==> src/verilog/conv_timing_defines.vh <==
// Register map, field positions, reset values and timing counts of the conversion timer.
`ifndef CONV_TIMING_DEFINES_VH
`define CONV_TIMING_DEFINES_VH
`define REG_CTRL 8'h00
`define REG_CFG 8'h04
`define REG_STATUS 8'h08
`define REG_IRQ_STAT 8'h0C
`define REG_IRQ_MASK 8'h10
`define REG_RESULT 8'h14
`define REG_EFFECT 8'h18
`define REG_COUNT 8'h1C
`define REG_PERIOD 8'h20
`define CTRL_START_BIT 0
`define CTRL_STOP_BIT 1
`define CTRL_SCLK_FIRST_BIT 2
`define CFG_SEL_LSB 0
`define CFG_GAIN_LSB 4
`define CFG_SKIP_BIT 7
`define CFG_MODE_LSB 8
`define CFG_RATE_LSB 10
`define CFG_LINE_LSB 13
`define CFG_CONT_BIT 15
`define CFG_INTOSC_BIT 16
`define CFG_FASTSCLK_BIT 17
`define CFG_RESET 32'h00000000
`define MODE_NORMAL 2'h0
`define MODE_DUTY 2'h1
`define MODE_TURBO 2'h2
`define DIV_NORMAL 5'h10
`define DIV_TURBO 5'h08
`define START_LAT_NORMAL 210
`define START_LAT_TURBO 114
`define WAKE_NORMAL_US 50
`define WAKE_TURBO_US 25
`define CLK_MHZ 50
`define REF_CLK_KHZ 4096
`define FAST_SCLK_NORMAL_KHZ 160
`define FAST_SCLK_TURBO_KHZ 320
`endif
==> src/verilog/conv_timing.v <==
// Conversion sequencer with amplifier control, modulator divider and AXI4-Lite registers.
//
// What this block does
// - Amplifier skip only honored for gain 1, 2, 4.
// - Selections 1000-1011 force amplifier bypass.
// - Forced bypass clamps gain above 4 to 4.
// - Modulator clock: divide 16 normal/duty, 8 turbo.
// - Filter settles in one conversion cycle.
// - Line rejection only at rate index 0: 5/20 SPS, and 40 SPS in turbo.
// - Rates scale with clock versus 4.096 MHz.
// - Continuous period between result-ready falling edges.
// - First conversion after 210 or 114 clocks.
// - Single-shot time ends at result-ready fall.
// - Internal oscillator adds wake delay single-shot.
// - Oscillator powers up at first SCLK rise.
// - Fast SCLK: hold conversion until oscillator runs.
// - Duty single-shot equals normal single-shot times.
// - Normal mode uses tabulated counts 20-1000 SPS.
// - Duty mode continuous counts 823120 to 16656.
// - Turbo mode uses tabulated counts 40-2000 SPS.
`timescale 1ns/1ps
`include "conv_timing_defines.vh"
module conv_timing #(
   parameter SCALE_NUM = 32'd1,
   parameter SCALE_DEN = 32'd1
) (
   input wire aclk,
   input wire aresetn,
   input wire [7:0] s_axi_awaddr,
   input wire s_axi_awvalid,
   output wire s_axi_awready,
   input wire [31:0] s_axi_wdata,
   input wire [3:0] s_axi_wstrb,
   input wire s_axi_wvalid,
   output wire s_axi_wready,
   output reg [1:0] s_axi_bresp,
   output reg s_axi_bvalid,
   input wire s_axi_bready,
   input wire [7:0] s_axi_araddr,
   input wire s_axi_arvalid,
   output wire s_axi_arready,
   output reg [31:0] s_axi_rdata,
   output reg [1:0] s_axi_rresp,
   output reg s_axi_rvalid,
   input wire s_axi_rready,
   input wire [15:0] sample_in,
   output reg mod_clk_en,
   output reg amp_enable,
   output reg [2:0] eff_gain,
   output reg result_ready_n,
   output wire irq
);
   localparam ST_IDLE = 2'd0;
   localparam ST_WAKE = 2'd1;
   localparam ST_LAT = 2'd2;
   localparam ST_CONV = 2'd3;
   localparam [31:0] WAKE_N = `WAKE_NORMAL_US * `CLK_MHZ;
   localparam [31:0] WAKE_T = `WAKE_TURBO_US * `CLK_MHZ;

   reg [31:0] cfg_r;
   reg [1:0] irq_stat_r;
   reg [1:0] irq_mask_r;
   reg [15:0] result_r;
   reg [1:0] state_r;
   reg [31:0] cnt_r;
   reg [4:0] div_r;
   reg first_r;
   reg osc_up_r;
   reg aw_got_r, w_got_r;
   reg [7:0] awaddr_r;
   reg [31:0] wdata_r;
   reg [3:0] wstrb_r;
   reg done_r;
   reg [31:0] since_r;
   reg [31:0] period_r;

   wire [3:0] sel = cfg_r[`CFG_SEL_LSB+3:`CFG_SEL_LSB];
   wire [2:0] gain = cfg_r[`CFG_GAIN_LSB+2:`CFG_GAIN_LSB];
   wire skip = cfg_r[`CFG_SKIP_BIT];
   wire [1:0] mode = cfg_r[`CFG_MODE_LSB+1:`CFG_MODE_LSB];
   wire [2:0] rate = cfg_r[`CFG_RATE_LSB+2:`CFG_RATE_LSB];
   wire cont = cfg_r[`CFG_CONT_BIT];
   wire turbo = (mode == `MODE_TURBO);
   // The line-reject choice only takes effect at the slowest rate index.
   wire [1:0] line_eff = (rate == 3'd0) ?
                         cfg_r[`CFG_LINE_LSB+1:`CFG_LINE_LSB] : 2'b00;

   // Tabulated conversion counts at the 4.096 MHz reference clock.
   function [31:0] conv_count;
      input [1:0] md;
      input [2:0] rt;
      input single;
      begin
         conv_count = 32'd0;
         if (md == `MODE_TURBO) begin
            case (rt)
               3'd0: conv_count = single ? 32'd102434 : 32'd102384;
               3'd1: conv_count = single ? 32'd45618 : 32'd45560;
               3'd2: conv_count = single ? 32'd23122 : 32'd23064;
               3'd3: conv_count = single ? 32'd11890 : 32'd11832;
               3'd4: conv_count = single ? 32'd6290 : 32'd6232;
               3'd5: conv_count = single ? 32'd3506 : 32'd3448;
               default: conv_count = single ? 32'd2130 : 32'd2072;
            endcase
         end else if (md == `MODE_DUTY && !single) begin
            case (rt)
               3'd0: conv_count = 32'd823120;
               3'd1: conv_count = 32'd364560;
               3'd2: conv_count = 32'd184592;
               3'd3: conv_count = 32'd94736;
               3'd4: conv_count = 32'd49936;
               3'd5: conv_count = 32'd27664;
               default: conv_count = 32'd16656;
            endcase
         end else begin
            case (rt)
               3'd0: conv_count = single ? 32'd204850 : 32'd204768;
               3'd1: conv_count = single ? 32'd91218 : 32'd91120;
               3'd2: conv_count = single ? 32'd46226 : 32'd46128;
               3'd3: conv_count = single ? 32'd23762 : 32'd23664;
               3'd4: conv_count = single ? 32'd12562 : 32'd12464;
               3'd5: conv_count = single ? 32'd6994 : 32'd6896;
               default: conv_count = single ? 32'd4242 : 32'd4144;
            endcase
         end
      end
   endfunction

   // Counts are in system clock periods, so rates track the clock; the scale
   // lets the integrator retarget the reference without changing the table.
   function [31:0] scaled;
      input [31:0] n;
      reg [63:0] p;
      begin
         p = {32'd0, n} * {32'd0, SCALE_NUM};
         scaled = p[31:0] / SCALE_DEN;
      end
   endfunction

   // Amplifier path and effective gain code.
   always @* begin
      amp_enable = 1'b1;
      eff_gain = gain;
      if (sel[3:2] == 2'b10) begin
         amp_enable = 1'b0;
         if (gain > 3'd2)
            eff_gain = 3'd2;
      end else if (skip && gain <= 3'd2) begin
         amp_enable = 1'b0;
      end
   end

   // Modulator clock enable.
   always @(posedge aclk) begin
      if (!aresetn) begin
         div_r <= 5'd0;
         mod_clk_en <= 1'b0;
      end else begin
         if (div_r >= (turbo ? `DIV_TURBO : `DIV_NORMAL) - 5'd1) begin
            div_r <= 5'd0;
            mod_clk_en <= 1'b1;
         end else begin
            div_r <= div_r + 5'd1;
            mod_clk_en <= 1'b0;
         end
      end
   end

   // AXI write channel.
   wire wr_fire = aw_got_r && w_got_r && !s_axi_bvalid;
   assign s_axi_awready = !aw_got_r && !s_axi_bvalid;
   assign s_axi_wready = !w_got_r && !s_axi_bvalid;
   assign s_axi_arready = !s_axi_rvalid;
   wire rd_fire = s_axi_arvalid && s_axi_arready;
   // Every command bit of a control write is decoded the same way, from byte lane 0.
   function ctrl_cmd;
      input fire;
      input [7:0] addr;
      input [3:0] strb;
      input [31:0] data;
      input integer pos;
      begin
         ctrl_cmd = fire && (addr == `REG_CTRL) && strb[0] && data[pos];
      end
   endfunction
   wire start_cmd = ctrl_cmd(wr_fire, awaddr_r, wstrb_r, wdata_r, `CTRL_START_BIT);
   wire stop_cmd = ctrl_cmd(wr_fire, awaddr_r, wstrb_r, wdata_r, `CTRL_STOP_BIT);
   wire sclk_first = ctrl_cmd(wr_fire, awaddr_r, wstrb_r, wdata_r, `CTRL_SCLK_FIRST_BIT);
   wire stat_rd = rd_fire && s_axi_araddr == `REG_IRQ_STAT;
   integer i;

   always @(posedge aclk) begin
      if (!aresetn) begin
         aw_got_r <= 1'b0;
         w_got_r <= 1'b0;
         awaddr_r <= 8'h00;
         wdata_r <= 32'h00000000;
         wstrb_r <= 4'h0;
         s_axi_bvalid <= 1'b0;
         s_axi_bresp <= 2'b00;
         cfg_r <= `CFG_RESET;
         irq_mask_r <= 2'b00;
      end else begin
         if (s_axi_awvalid && s_axi_awready) begin
            aw_got_r <= 1'b1;
            awaddr_r <= s_axi_awaddr;
         end
         if (s_axi_wvalid && s_axi_wready) begin
            w_got_r <= 1'b1;
            wdata_r <= s_axi_wdata;
            wstrb_r <= s_axi_wstrb;
         end
         if (wr_fire) begin
            aw_got_r <= 1'b0;
            w_got_r <= 1'b0;
            s_axi_bvalid <= 1'b1;
            s_axi_bresp <= 2'b00;
            case (awaddr_r)
               `REG_CTRL: ;
               `REG_CFG: begin
                  for (i = 0; i < 4; i = i + 1)
                     if (wstrb_r[i])
                        cfg_r[i*8 +: 8] <= wdata_r[i*8 +: 8];
               end
               `REG_IRQ_MASK: begin
                  if (wstrb_r[0])
                     irq_mask_r <= wdata_r[1:0];
               end
               default: s_axi_bresp <= 2'b10;
            endcase
         end else if (s_axi_bvalid && s_axi_bready) begin
            s_axi_bvalid <= 1'b0;
         end
      end
   end

   // AXI read channel.
   always @(posedge aclk) begin
      if (!aresetn) begin
         s_axi_rvalid <= 1'b0;
         s_axi_rdata <= 32'h00000000;
         s_axi_rresp <= 2'b00;
      end else if (rd_fire) begin
         s_axi_rvalid <= 1'b1;
         s_axi_rresp <= 2'b00;
         case (s_axi_araddr)
            `REG_CTRL: s_axi_rdata <= 32'h00000000;
            `REG_CFG: s_axi_rdata <= cfg_r;
            `REG_STATUS: s_axi_rdata <= {27'd0, osc_up_r, state_r, first_r, result_ready_n};
            `REG_IRQ_STAT: s_axi_rdata <= {30'd0, irq_stat_r};
            `REG_IRQ_MASK: s_axi_rdata <= {30'd0, irq_mask_r};
            `REG_RESULT: s_axi_rdata <= {16'd0, result_r};
            `REG_EFFECT: s_axi_rdata <= {26'd0, line_eff, amp_enable, eff_gain};
            `REG_COUNT: s_axi_rdata <= cnt_r;
            `REG_PERIOD: s_axi_rdata <= period_r;
            default: begin
               s_axi_rdata <= 32'h00000000;
               s_axi_rresp <= 2'b10;
            end
         endcase
      end else if (s_axi_rvalid && s_axi_rready) begin
         s_axi_rvalid <= 1'b0;
      end
   end

   // Conversion sequencer.
   wire use_osc = cfg_r[`CFG_INTOSC_BIT] && !cont;
   wire fast_sclk = cfg_r[`CFG_FASTSCLK_BIT];
   always @(posedge aclk) begin
      if (!aresetn) begin
         state_r <= ST_IDLE;
         cnt_r <= 32'd0;
         first_r <= 1'b0;
         osc_up_r <= 1'b0;
         result_r <= 16'h0000;
         result_ready_n <= 1'b1;
         done_r <= 1'b0;
      end else begin
         done_r <= 1'b0;
         // Reading the result releases the line, but a result landing on the same edge
         // must still pull it low, so every later assignment below overrides this one.
         if (rd_fire && s_axi_araddr == `REG_RESULT)
            result_ready_n <= 1'b1;
         if (sclk_first && use_osc)
            osc_up_r <= 1'b1;
         if (stop_cmd) begin
            state_r <= ST_IDLE;
            result_ready_n <= 1'b1;
         end else if (start_cmd) begin
            result_ready_n <= 1'b1;
            first_r <= 1'b1;
            if (use_osc) begin
               // Fast clocks leave the oscillator cold, so the full wake time runs.
               state_r <= ST_WAKE;
               cnt_r <= (fast_sclk || !osc_up_r) ? (turbo ? WAKE_T : WAKE_N) : 32'd1;
            end else if (cont) begin
               state_r <= ST_LAT;
               cnt_r <= scaled(turbo ? `START_LAT_TURBO : `START_LAT_NORMAL);
            end else begin
               state_r <= ST_CONV;
               cnt_r <= scaled(conv_count(mode, rate, 1'b1));
            end
         end else begin
            case (state_r)
               ST_IDLE: ;
               ST_WAKE: begin
                  if (cnt_r <= 32'd1) begin
                     state_r <= ST_CONV;
                     cnt_r <= scaled(conv_count(mode, rate, 1'b1));
                  end else
                     cnt_r <= cnt_r - 32'd1;
               end
               ST_LAT: begin
                  if (cnt_r <= 32'd1) begin
                     state_r <= ST_CONV;
                     cnt_r <= scaled(conv_count(mode, rate, 1'b0));
                  end else
                     cnt_r <= cnt_r - 32'd1;
               end
               ST_CONV: begin
                  if (cnt_r <= 32'd1) begin
                     // One full period per result: the filter has settled by now.
                     result_r <= sample_in;
                     result_ready_n <= 1'b0;
                     done_r <= 1'b1;
                     first_r <= 1'b0;
                     if (cont)
                        cnt_r <= scaled(conv_count(mode, rate, 1'b0));
                     else begin
                        state_r <= ST_IDLE;
                        osc_up_r <= 1'b0;
                     end
                  end else begin
                     cnt_r <= cnt_r - 32'd1;
                     if (cnt_r == 32'd2)
                        result_ready_n <= 1'b1;
                  end
               end
               default: state_r <= ST_IDLE;
            endcase
         end
      end
   end

   // Sticky events: bit0 result done, bit1 stop; a read clears, a new event wins.
   always @(posedge aclk) begin
      if (!aresetn)
         irq_stat_r <= 2'b00;
      else
         irq_stat_r <= (stat_rd ? 2'b00 : irq_stat_r) | {stop_cmd, done_r};
   end
   assign irq = |(irq_stat_r & irq_mask_r);

   // Clocks between consecutive result-ready falls. A start or stop restarts the count,
   // so the first figure after a start also holds the start latency.
   always @(posedge aclk) begin
      if (!aresetn) begin
         since_r <= 32'h00000000;
         period_r <= 32'h00000000;
      end else if (start_cmd || stop_cmd) begin
         since_r <= 32'h00000000;
      end else if (done_r) begin
         since_r <= 32'h00000001;
         period_r <= since_r;
      end else begin
         since_r <= since_r + 32'h00000001;
      end
   end
endmodule // conv_timing

==> config.mk <==
export PLATFORM = sky130hd
export DESIGN_NAME = conv_timing
export DESIGN_NICKNAME = d
export VERILOG_FILES = /design/src/verilog/conv_timing.v
export VERILOG_INCLUDE_DIRS = /design/src /design/src/verilog
export SDC_FILE = /design/constraint.sdc
export NUM_CORES = 1
export LEC_CHECK = 0
export CAP_MARGIN = 20
export CORE_UTILIZATION = 50
export CTS_CLUSTER_DIAMETER = 120
export DETAILED_ROUTE_END_ITERATION = 10
export DONT_BUFFER_PORTS = 1
export GPL_TIMING_DRIVEN = 0
export PLACE_DENSITY = 0.71
export SLEW_MARGIN = 10
export SYNTH_ARGS = -nofsm -noshare
export SYNTH_HDL_FRONTEND = slang
export SYNTH_SLANG_ARGS = --single-unit
==> constraint.sdc <==
create_clock -name aclk -period 4.76 [get_ports aclk]
set_input_delay 0.476 -clock aclk [delete_from_list [all_inputs] [get_ports aclk]]
set_output_delay 0.476 -clock aclk [all_outputs]
set_load 0.03 [all_outputs]
Word level (Yosys, flattened, before mapping)
Index checks and enable logic that the tools add are counted.
- register bits: 244
- reduce and logical (&&, ||, !) cells: 57
- eq/ne operators: 26
- bitwise gates (word level): 7
- add/subtract/negate cells: 4
- mux-type cells: 56
- magnitude comparators: 4
- operators by type and width (kind ; number):
    32-bit two-way mux ; 10
    32-bit case mux with 8 select lines ; 1
    18-bit case mux with 6 select lines ; 2
    17-bit case mux with 6 select lines ; 2
    20-bit case mux with 6 select lines ; 1
    32-bit case mux with 3 select lines ; 1
    8-bit by 5-bit == test with 1-bit output, second input constant ; 5
    32-bit by 1-bit adder with 32-bit output, second input constant ; 1
    32-bit by 2-bit == test with 1-bit output, second input constant ; 1
    32-bit by 1-bit <= comparator with 1-bit output, second input constant ; 1
    32-bit by 1-bit subtractor with 32-bit output, second input constant ; 1
    12-bit two-way mux ; 2
    1-bit two-way mux ; 23
    3-bit AND reduction ; 7
    1-bit logical AND ; 19
    2-bit two-way mux ; 9
    8-bit by 3-bit == test with 1-bit output, second input constant ; 2
    8-bit by 4-bit == test with 1-bit output, second input constant ; 2
    8-bit logical NOT ; 2
    2-bit OR reduction ; 6
    3-bit OR reduction ; 3
    9-bit OR reduction ; 1
    2-bit == test, second input constant ; 4
    8-bit by 6-bit == test with 1-bit output, second input constant ; 1
    other kinds (28) ; 47

Depth between registers and ports, before layout
Gate-level depths: netlist of the first run.
- depth after elaboration: 12
- gate-level depth with buffers: 10
- mapped depth without buffers: 8

Worst setup path before layout of the first run
Ideal clock, no wire load.
- kind: register to register
- start: register cnt_r[2]
- end: register cnt_r[14]
- arrival time: 2.745 ns
- stages on the path, launching flop included: 10
- setup time: 0.120 ns
- clock period less this slack: 2.865 ns
- setup slack: 1.895 ns
- path through: dfxtp_1 or4_1 buf_2 or4_4 buf_6 or4_4 buf_6 a31oi_1 a211oi_1 o31a_1
- longest elaborated chain between the ends: 4
- RTL lines (element ; RTL line ; RTL):
    start, declared ; conv_timing.v:65 ; reg [31:0] cnt_r;
    start signal, assigned ; conv_timing.v:295 ; cnt_r <= (fast_sclk || !osc_up_r) ? (turbo ? WAKE_T : WAKE_N) : 32'd1;
    start signal, assigned ; conv_timing.v:298 ; cnt_r <= scaled(turbo ? `START_LAT_TURBO : `START_LAT_NORMAL);
    start signal, assigned ; conv_timing.v:301 ; cnt_r <= scaled(conv_count(mode, rate, 1'b1));
    32-bit by 1-bit subtractor with 32-bit output / 32-bit by 1-bit <= comparator with 1-bit output (equally long branches) ; -- ;
    32-bit two-way mux, on equally long branches ; conv_timing.v:321, conv_timing.v:307, conv_timing.v:314 ;
    32-bit case mux with 3 select lines ; conv_timing.v:304 ; case (state_r)
    32-bit two-way mux ; conv_timing.v:289 ; end else if (start_cmd) begin
Several ways; a longest one is shown, not always the timed one.
A chain may end at the register's enable or synchronous reset.

Final worst setup path of the first run
- start: register awaddr_r[3]
- end: register cnt_r[12]
- longest elaborated chain between the ends: 6
- RTL lines (element ; RTL line ; RTL):
    start, declared ; conv_timing.v:70 ; reg [7:0] awaddr_r;
    start signal, assigned ; conv_timing.v:206 ; awaddr_r <= s_axi_awaddr;
    8-bit logical NOT * ; -- ;
    1-bit logical AND * (2 in a row) ; conv_timing.v:183 ; ctrl_cmd = fire && (addr == `REG_CTRL) && strb[0] && data[pos];
    1-bit logical AND ; conv_timing.v:183 ;
    4-bit inequality test (no line), or another cell as far along ; -- ;
    3-bit AND reduction (no line) ; -- ;
Mark *: on every way between the ends. The rest lies on a longest branch, timed or not.

==> results.json, run 1 <==
{
  "core_sq_um": 22900,
  "async_flop_share_pct": 0,
  "setup_tns_ns": 0,
  "drc": 0,
  "routed_wl_mm": 40.7,
  "synth_flop_cell": "dfxtp_1",
  "cts_resized": 0,
  "synth_edf_count": 0,
  "place_congestion": 0.982,
  "clock_path_buffers": 3,
  "slew_viol_final": 0,
  "ant_nets": 0,
  "crit_fanout": 10,
  "switching_share_pct": 40.4,
  "ys_seq_area_share_pct": 40.9,
  "worst-setup-path-type": "register to register",
  "p_per_area_nw_per_um2": 538,
  "die_h_um": 156,
  "numCtsBuffers": 26,
  "grt_remaining_overflow": 0,
  "worstPathRequired_ns": 5.15,
  "hold_class": "primary input to register",
  "final_cell_area_sq_um": 13100,
  "postCtsSetupBuffers": 0,
  "cp_data_arrival_time_ns": 4.19,
  "critPathCaptureType": "register",
  "fmax_ghz": 0.263,
  "synth_area_leaders": "dfxtp_1, nand2_1, a21oi_1, nor2_1, nand3_1",
  "period_minus_slack_ns": 3.81,
  "synthCells": 1510,
  "slew_headroom_pct": 30.9,
  "clk_pin_slew_ns": 0.06,
  "worst_slew_pin_slew_ns": 1.03,
  "initial_utilization_pct": 51.7,
  "finalHoldViolCount": 0,
  "wl_per_cell_um": 21.8,
  "dp_slack_ns": 1.16,
  "yosys.area.top_type": "dfxtp_1",
  "final_core_util_pct": 57.1,
  "yosys_warnings": 0,
  "die_x_um": 156,
  "post-place-cells": 1828,
  "die_area_sq_um": 24300,
  "p_leak_nw": 4.68,
  "vias_per_cell": 6.34,
  "grt_setup_unrepaired": "no",
  "htreeDepth": 1,
  "drv_cap": 0,
  "drtIter0Drc": 1208,
  "post_synth.cell_area_avg_sq_um": 7.84,
  "slowest_delay_ns": 0.84,
  "r2r_cells": 8,
  "hold_buffers": 0,
  "grt_max_degree": 15,
  "dpl_cell_area_sq_um": 12300,
  "io-pin-count": 123,
  "combinationalPowerShare_pct": 38.6,
  "r2r_start": "awaddr_r[3]",
  "crit_chain": "nor4_1, and4_1, clkbuf_1, o22ai_1, a31oi_1, buf_2, mux2i_1, o32ai_1",
  "dp_hpwl_mm": 30.7,
  "syn_to_final_growth_pct": 10.5,
  "syn_area_sq_um": 11800,
  "track_usage_pct": 33.3,
  "cp-start-kind": "register",
  "first_pass_iters": 8,
  "ys_ff_latch": 242,
  "power.switching_mw": 2.85,
  "final_cell_count_no_fill": 1872,
  "crit_buf_inv": 2,
  "power_mw": 7.04,
  "std_cell_rows": 55,
  "vdd_drop_max_mv": 0.348,
  "critical_path.top_delay_family": "simple AND/OR/NAND/NOR gates",
  "grt_pass1_vias": 11100,
  "antenna_cells": 0,
  "antenna_found_initial": 0,
  "rr_endpoint": "cnt_r[12]",
  "p_seq_share_pct": 33.8,
  "cp-startpoint": "awaddr_r[3]",
  "num_vias": 11900,
  "setup_ws_ns": 0.952,
  "final_nets": 1632,
  "fin_worst_skew_ns": 0.0175,
  "whs_ns": 0.0221,
  "crit_path_end": "cnt_r[12]",
  "internal_power_mw": 4.19,
  "setup_violations": 0,
  "cts.sinks": 242,
  "r2r_slack_ns": 0.95,
  "fin_crit_sh_pct": 80.0,
  "status": "completed",
  "grt_pass1_wl_mm": 62.6,
  "cts_tree": "built",
  "clk_latency_ns": 0.55,
  "mostFrequentLayoutCells": "nand2_1, dfxtp_1, a21oi_1",
  "cts_root_buffer": "clkbuf_16",
  "cp_slowest_cell": "nor4_1",
  "synth_top_area_share_pct": 40.9,
  "final_common_cell": "nand2_1",
  "cp.depth": 8,
  "drive_above_1_share_pct": 4.36,
  "synth_cell_types": 74,
  "portBuffers": 0,
  "hp-start": "s_axi_rready",
  "pwr-share-clk_pct": 27.7
}
[logic make-up (layout without fill, tap and decap cells)]
logic type | Yosys count | in the layout | synth area share, %
simple gates | 626 | 626 | 24.6
compound gates | 403 | 403 | 21.6
flops | 242 | 242 | 40.9
buf+inv | 140 | 188 | 4.78
xor+xnor | 43 | 43 | 3.18
mux | 41 | 41 | 3.49
fa+ha+maj | 14 | 14 | 1.48
other cells | 1 | 2 | 0.0317
[power groups by stage]
stage | Combinational (mW) | Sequential [mW] | Clock [mW]
finish | 2.71 | 2.38 | 1.95
floorplan | 1.85 | 2.34 | 0
CTS | 2.59 | 2.37 | 1.96
global route | 2.85 | 2.39 | 2.04
detailed placement | 2.57 | 2.41 | 0
global placement | 2.55 | 2.41 | 0
[sequential cells by signal (all words and copies together), names as in the netlist]
register	count
result_r	16
result_ready_n	1
first_r	1
cnt_r	32
done_r	1
cfg_r	32
s_axi_rvalid	1
s_axi_bvalid	1
state_r	2
irq_stat_r	2
period_r	32
osc_up_r	1
aw_got_r	1
wdata_r	32
s_axi_rdata	32
s_axi_bresp	1
irq_mask_r	2
mod_clk_en	1
since_r	32
w_got_r	1
div_r	5
s_axi_rresp	1
wstrb_r	4
awaddr_r	8
[synthesized netlist by cell type, drive strengths merged (7+ instances only)]
cell and instances:
clkbuf 94, a221oi 10, or4 10, nand2 245
o31ai 7, nor4 25, dfxtp 242, nor3 32
a22oi 21, o22ai 8, nand4 16, o21ai 71
nand3 79, a222oi 11, a31oi 21, nor2 141
xnor2 20, a21oi 161, inv 22, and2 7
a311oi 20, ha 14, a211oi 14, and3 7
xor2 23, nand2b 8, o211ai 8, or3 17
mux2i 39, buf 24
[layer usage]
layer,track usage [%],vias up,wire (um)
li1,-,5519,-
met1,43.4,5630,16700
met2,52.3,576,18000
met3,6.06,139,3780
met4,17.8,0,2270
met5,0,-,0
[how the worst min path moves through the flow]
stage	end	slack, ns	cells after the start
2_1_floorplan	div_r[0]	0.43	1
3_3_place_gp	result_r[15]	0.44	2
3_5_place_dp	result_r[15]	0.45	2
4_1_cts	s_axi_rvalid	0.01	1
5_1_grt	s_axi_rvalid	0.02	1
6_report	s_axi_rvalid	0.02	1
[worst register-to-register path, cell delays in order (launching register included)]
cell      delay (ns)
dfxtp_1         0.31
nor4_1          0.84
and4_1          0.31
clkbuf_1        0.53
o22ai_1         0.46
a31oi_1         0.51
buf_2           0.36
mux2i_1         0.24
o32ai_1         0.10
[layout make-up]
| class | count | area (sq um) |
|---|---|---|
| timing repair buffer | 4 | 27.5 |
| multi-input combinational | 1129 | 6440 |
| tap | 313 | 392 |
| sequential | 242 | 4840 |
| inverter | 22 | 82.6 |
| clock buffer | 38 | 736 |
| clock inverter | 6 | 82.6 |
| buffer | 118 | 483 |
| fill | 2190 | 9830 |
Power figures use the tool's default switching activity.
==> run 2, diff against run 1 <==
==> constraint.sdc (replaced) <==
create_clock -name aclk -period 4 [get_ports aclk]
set_input_delay 0.4 -clock aclk [delete_from_list [all_inputs] [get_ports aclk]]
set_output_delay 0.4 -clock aclk [all_outputs]
set_load 0.03 [all_outputs]
==> run 2 against run 1 <==
  * Final cell count grew 1.5%
  * Die area did not move
  * Non-clock buffer count is 29 higher
  * Critical path depth did not move
  * Via count rose by 1.5%
  * Sequential share of layout area fell by 0.80 points
  * Design area is 2.2% higher
  * Core utilization grew 1.3 points
  * Clock-buffer cell count stayed put
  * Clock power rose by 19%
  * Critical path type unchanged
  * Critical endpoint unchanged
  * Largest cell class unchanged
  * Largest power group unchanged
  * Highest routed layer unchanged
==> results.json, run 2 (synthesis results as in run 1) <==
{
  "cts_tree": "built",
  "critical_path.top_delay_family": "simple AND/OR/NAND/NOR gates",
  "antenna_found_initial": 0,
  "slew_headroom_pct": 32.3,
  "top_usage_layer": "met2",
  "cp_data_arrival_time_ns": 4.13,
  "numCtsBuffers": 26,
  "drv_cap": 0,
  "grtUsageMet3_pct": 5.89,
  "switching_share_pct": 39.4,
  "routed_wl_mm": 41.2,
  "final_cell_count_no_fill": 1901,
  "io-pin-count": 123,
  "final_cell_area_sq_um": 13400,
  "drtIter0Drc": 1115,
  "dp_hpwl_mm": 30.7,
  "clock_path_buffers": 3,
  "grt_pass1_wl_mm": 63.2,
  "internal_power_mw": 4.89,
  "post-place-cells": 1828,
  "drc": 0,
  "crit_buf_inv": 2,
  "cp-start-kind": "register",
  "cts.sinks": 242,
  "clk_latency_ns": 0.55,
  "std_cell_rows": 55,
  "power.switching_mw": 3.18,
  "setup_violations": 0,
  "mostFrequentLayoutCells": "nand2_1, dfxtp_1, a21oi_1",
  "vdd_drop_max_mv": 0.383,
  "p_leak_nw": 4.80,
  "met1_usage_pct": 43.8,
  "slew_viol_final": 0,
  "grt_max_degree": 15,
  "grt_setup_unrepaired": "no",
  "critPathCaptureType": "register",
  "status": "completed",
  "fmax_ghz": 0.267,
  "p_seq_share_pct": 34.8,
  "dpl_cell_area_sq_um": 12300,
  "vias_per_cell": 6.33,
  "grt_pass1_vias": 11200,
  "setup_ws_ns": 0.254,
  "slowest_delay_ns": 0.80,
  "portBuffers": 0,
  "wl_per_cell_um": 21.7,
  "place_congestion": 0.982,
  "period_minus_slack_ns": 3.75,
  "die_h_um": 156,
  "crit_fanout": 10,
  "worst-setup-path-type": "register to register",
  "worst_slew_pin_slew_ns": 1.01,
  "pwr-share-clk_pct": 28.7,
  "track_usage_pct": 33.6,
  "initial_utilization_pct": 51.7,
  "num_vias": 12000,
  "die_area_sq_um": 24300,
  "finalHoldViolCount": 0,
  "setup_tns_ns": 0,
  "hold_class": "primary input to register",
  "fill_cells": 2168,
  "grt_remaining_overflow": 0,
  "combinationalPowerShare_pct": 36.5,
  "syn_to_final_growth_pct": 13.0,
  "grt_util_met2_pct": 53.0,
  "first_pass_iters": 6,
  "ant_nets": 0,
  "crit_chain": "nor4_1, and4_1, clkbuf_1, o22ai_1, a31oi_1, buf_2, mux2i_1, o32ai_1",
  "core_sq_um": 22900,
  "final_nets": 1661,
  "dp_slack_ns": 0.404,
  "fin_worst_skew_ns": 0.0183,
  "drive_above_1_share_pct": 4.28,
  "clk_pin_slew_ns": 0.06,
  "htreeDepth": 1,
  "final_common_cell": "nand2_1",
  "cts_root_buffer": "clkbuf_16",
  "worstPathRequired_ns": 4.39,
  "antenna_cells": 0,
  "p_per_area_nw_per_um2": 603,
  "fin_crit_sh_pct": 93.7,
  "cp_slowest_cell": "nor4_1",
  "die_x_um": 156
}
run 2: changes by cell type in the layout (fill, tap and decap cells not counted):
| cell | previous run | this run |
|---|---|---|
| dlygate4sd3_1 | 0 | 29 |
run 2: through the flow:
stage	hold slack, ns	power (mW)	utilization (%)
finish	0.00437	8.07	58.4
global route	0.00324	8.34	58.4
CTS	0.0000398	8.12	58.4
detailed placement	0.446	5.80	53.5
global placement	0.439	5.76	53.4
floorplan	0.430	4.98	-
run 2: layout make-up:
class / count / area [sq um] / share of cell area [%]
flip-flops and latches: 242 / 4840 / 36.2
clock inverters: 6 / 82.6 / 0.617
inverters: 22 / 82.6 / 0.617
plain buffers: 118 / 483 / 3.61
multi-input cells: 1129 / 6440 / 48.1
well taps: 313 / 392 / 2.93
repair buffers: 33 / 318 / 2.38
clock buffers: 38 / 736 / 5.50
run 2: power groups by stage:
stage / Sequential [mW] / Combinational (mW) / Clock (mW)
final: 2.80 / 2.95 / 2.32
after global routing: 2.82 / 3.10 / 2.43
after CTS: 2.80 / 2.98 / 2.33
after detailed placement: 2.86 / 2.94 / 0
after global placement: 2.85 / 2.91 / 0
after floorplan: 2.79 / 2.20 / 0
run 2: metal layers:
metal | share of wire [%] | vias up
met2 | 45 | 578
li1 | - | 5561
met3 | 8.8 | 127
met1 | 41 | 5776
met5 | 0 | -
met4 | 5.3 | 0
run 2: worst paths after layout:
path / from / endpoint / slack, ns / cells past startpoint
setup / recovery: awaddr_r[3] / cnt_r[12] / 0.25 / 8
hold / removal: s_axi_wstrb[1] / wstrb_r[1] / 0.004 / 2
hold reg to reg: wdata_r[28] / wdata_r[28] / 0.46 / 2
setup reg to reg: awaddr_r[3] / cnt_r[12] / 0.25 / 8
run 2: repair_timing:
action | in CTS | in global routing
hold buffers | 29 | 0
endpoints found under the hold margin | 29 | 0
gates resized for setup | 0 | 0
setup endpoints to repair | 0 | 0
buffers inserted | 0 | 0
==> run 3, diff against run 2 <==
--- a/config.mk
+++ b/config.mk
@@ -6,13 +6,14 @@
 export SDC_FILE = /design/constraint.sdc
 export NUM_CORES = 1
 export LEC_CHECK = 0
+export ABC_AREA = 1
 export CAP_MARGIN = 20
-export CORE_UTILIZATION = 50
+export CORE_UTILIZATION = 64
 export CTS_CLUSTER_DIAMETER = 120
 export DETAILED_ROUTE_END_ITERATION = 10
 export DONT_BUFFER_PORTS = 1
 export GPL_TIMING_DRIVEN = 0
-export PLACE_DENSITY = 0.71
+export PLACE_DENSITY = 0.86
 export SLEW_MARGIN = 10
 export SYNTH_ARGS = -nofsm -noshare
 export SYNTH_HDL_FRONTEND = slang
==> run 3 against run 2 <==
  * The run now ends with hold timing left
  * Via count increased by 7.8%
  * Synthesized cell count increased by 21%
  * Clock skew increased by 0.013 ns
  * Non-clock buffer count decreased by 57
  * Sequential share of layout area decreased by 0.82 points
  * First-iteration DRC count increased by 11%
  * Area after synthesis increased by 3.4%
  * Fmax increased by 44%
  * Flip-flop and latch count unchanged
  * Sequential power decreased by 2%
  * Clock power increased by 21%
  * Largest power group is now clock
  * Highest routed layer unchanged
==> results.json, run 3 <==
{
  "status": "complete, but fails checks",
  "violations": "hold timing",
  "cts_resized": 0,
  "dpl_cell_area_sq_um": 12500,
  "final_cell_count_no_fill": 2117,
  "vias_per_cell": 6.13,
  "finalHoldViolCount": 1,
  "period_minus_slack_ns": 2.60,
  "die_area_sq_um": 19700,
  "mostFrequentLayoutCells": "nand2_1, nor2_1, dfxtp_1",
  "cts_root_buffer": "clkbuf_16",
  "fin_crit_sh_pct": 65.0,
  "clock_path_buffers": 3,
  "clk_pin_slew_ns": 0.06,
  "setup_violations": 0,
  "ys_seq_area_share_pct": 39.6,
  "place_congestion": 1.00,
  "worst_slew_pin_slew_ns": 1.17,
  "worst-setup-path-type": "register to register",
  "final_nets": 1953,
  "std_cell_rows": 50,
  "fin_worst_skew_ns": 0.0317,
  "drtIter0Drc": 1241,
  "slew_viol_final": 0,
  "setup_ws_ns": 1.40,
  "wl_per_cell_um": 20.0,
  "slew_headroom_pct": 21.3,
  "routed_wl_mm": 42.3,
  "combinationalPowerShare_pct": 29.0,
  "p_leak_nw": 5.47,
  "synth_top_area_share_pct": 39.6,
  "track_usage_pct": 42.7,
  "clk_latency_ns": 0.57,
  "power.switching_mw": 2.78,
  "initial_utilization_pct": 65.4,
  "cts_tree": "built",
  "vdd_drop_max_mv": 0.429,
  "ant_nets": 0,
  "setup_tns_ns": 0,
  "yosys.area.top_type": "dfxtp_1",
  "synthCells": 1820,
  "final_core_util_pct": 73.2,
  "die_x_um": 140,
  "p_per_area_nw_per_um2": 571,
  "cp-start-kind": "register",
  "p_seq_share_pct": 35.2,
  "final_common_cell": "nand2_1",
  "synthTopCellsByCount": "nand2_1, nor2_1, dfxtp_1",
  "crit_fanout": 10,
  "num_vias": 13000,
  "synth_area_leaders": "dfxtp_1, nand2_1, o21ai_0, a21oi_1, nor2_1",
  "grt_pass1_wl_mm": 64.9,
  "r2r_slack_ns": 1.40,
  "cts.sinks": 242,
  "critPathCaptureType": "register",
  "post-synth-top-count-cell": "nand2_1",
  "io-pin-count": 123,
  "grt_max_degree": 15,
  "core_sq_um": 18700,
  "syn_area_sq_um": 12200,
  "synth_cell_types": 47,
  "htreeDepth": 1,
  "fmax_ghz": 0.385,
  "portBuffers": 0,
  "drv_cap": 0,
  "internal_power_mw": 5.03,
  "yosys_warnings": 0,
  "fill_cells": 1539,
  "ys_ff_latch": 242,
  "drive_above_1_share_pct": 6.48,
  "grt_setup_unrepaired": "no",
  "final_cell_area_sq_um": 13700,
  "grt_remaining_overflow": 0,
  "post-place-cells": 2055,
  "numCtsBuffers": 26,
  "syn_to_final_growth_pct": 11.8,
  "post_synth.cell_area_avg_sq_um": 6.73,
  "worstPathRequired_ns": 4.47,
  "synth_edf_count": 0,
  "postCtsSetupBuffers": 0,
  "whs_ns": -0.00247,
  "grt_pass1_vias": 12200,
  "async_flop_share_pct": 0,
  "dp_slack_ns": 1.59,
  "hold_class": "primary input to register",
  "pwr-share-clk_pct": 35.8,
  "die_h_um": 140,
  "first_pass_iters": 6,
  "synth_flop_cell": "dfxtp_1",
  "drc": 0,
  "dp_hpwl_mm": 31.1,
  "cp_data_arrival_time_ns": 3.07,
  "antenna_cells": 0,
  "antenna_found_initial": 1,
  "switching_share_pct": 35.6
}
==> run 3: routing by layer <==
metal	up-vias	share of wire, %	track usage, %
li1	6036	-	-
met2	799	45	69.2
met3	162	11	8.41
met5	-	0	0
met1	5986	38	52.1
met4	0	6.9	27.5
==> run 3: cell families (layout without fill, tap and decap cells) <==
logic type	Yosys count	in the layout	share of synthesized area, %
fa+ha+maj	14	14	1.43
compound gates	434	434	18.7
buf+inv	279	341	9.18
other cells	1	2	0.0306
simple gates	818	818	28.8
xor+xnor	32	32	2.29
flops	242	242	39.6
==> run 3: path summary, 6_finish.rpt <==
check,end,from,depth (start not counted)
setup / recovery,cnt_r[25],s_axi_bvalid,11
setup reg to reg,cnt_r[25],s_axi_bvalid,11
hold reg to reg,div_r[0],div_r[0],1
hold / removal,result_r[12],sample_in[12],2
==> run 3: power groups by stage <==
stage	combinational [mW]	sequential (mW)	clock, mW
after floorplan	1.68	2.74	0
after global placement	2.14	2.79	0
after detailed placement	2.17	2.79	0
after CTS	2.20	2.74	2.78
after global routing	2.48	2.77	2.88
final	2.27	2.75	2.80
==> run 3: stage by stage <==
step / power [mW] / hold slack, ns
after floorplan: 4.42 / 0.418
after global placement: 4.93 / 0.430
after detailed placement: 4.96 / 0.442
after CTS: 7.73 / 0.00385
after global routing: 8.14 / 0.0153
final: 7.82 / -0.00247
==> run 3: timing repair <==
item                       in CTS  in global routing
setup endpoints to repair       0                  0
hold buffers                   13                  0
hold endpoints to repair       13                  0
==> run 3: critical path: stages, from the launching register on <==
cell	delay, ns
dfxtp_1	0.57
inv_2	0.08
nand4_1	0.21
inv_1	0.11
nand3_2	0.13
buf_6	0.17
inv_2	0.12
nor2_1	0.53
inv_2	0.21
nor2_1	0.15
o21ai_1	0.06
a21oi_1	0.16
==> run 3: layout make-up <==
class / instances / area (sq um) / share of cell area, %
flip-flops and latches: 242 / 4840 / 35.4
clock buffers: 32 / 723 / 5.28
well taps: 234 / 293 / 2.14
repair buffers: 15 / 141 / 1.03
inverters: 200 / 753 / 5.50
plain buffers: 79 / 370 / 2.71
clock inverters: 15 / 285 / 2.08
multi-input cells: 1300 / 6280 / 45.9
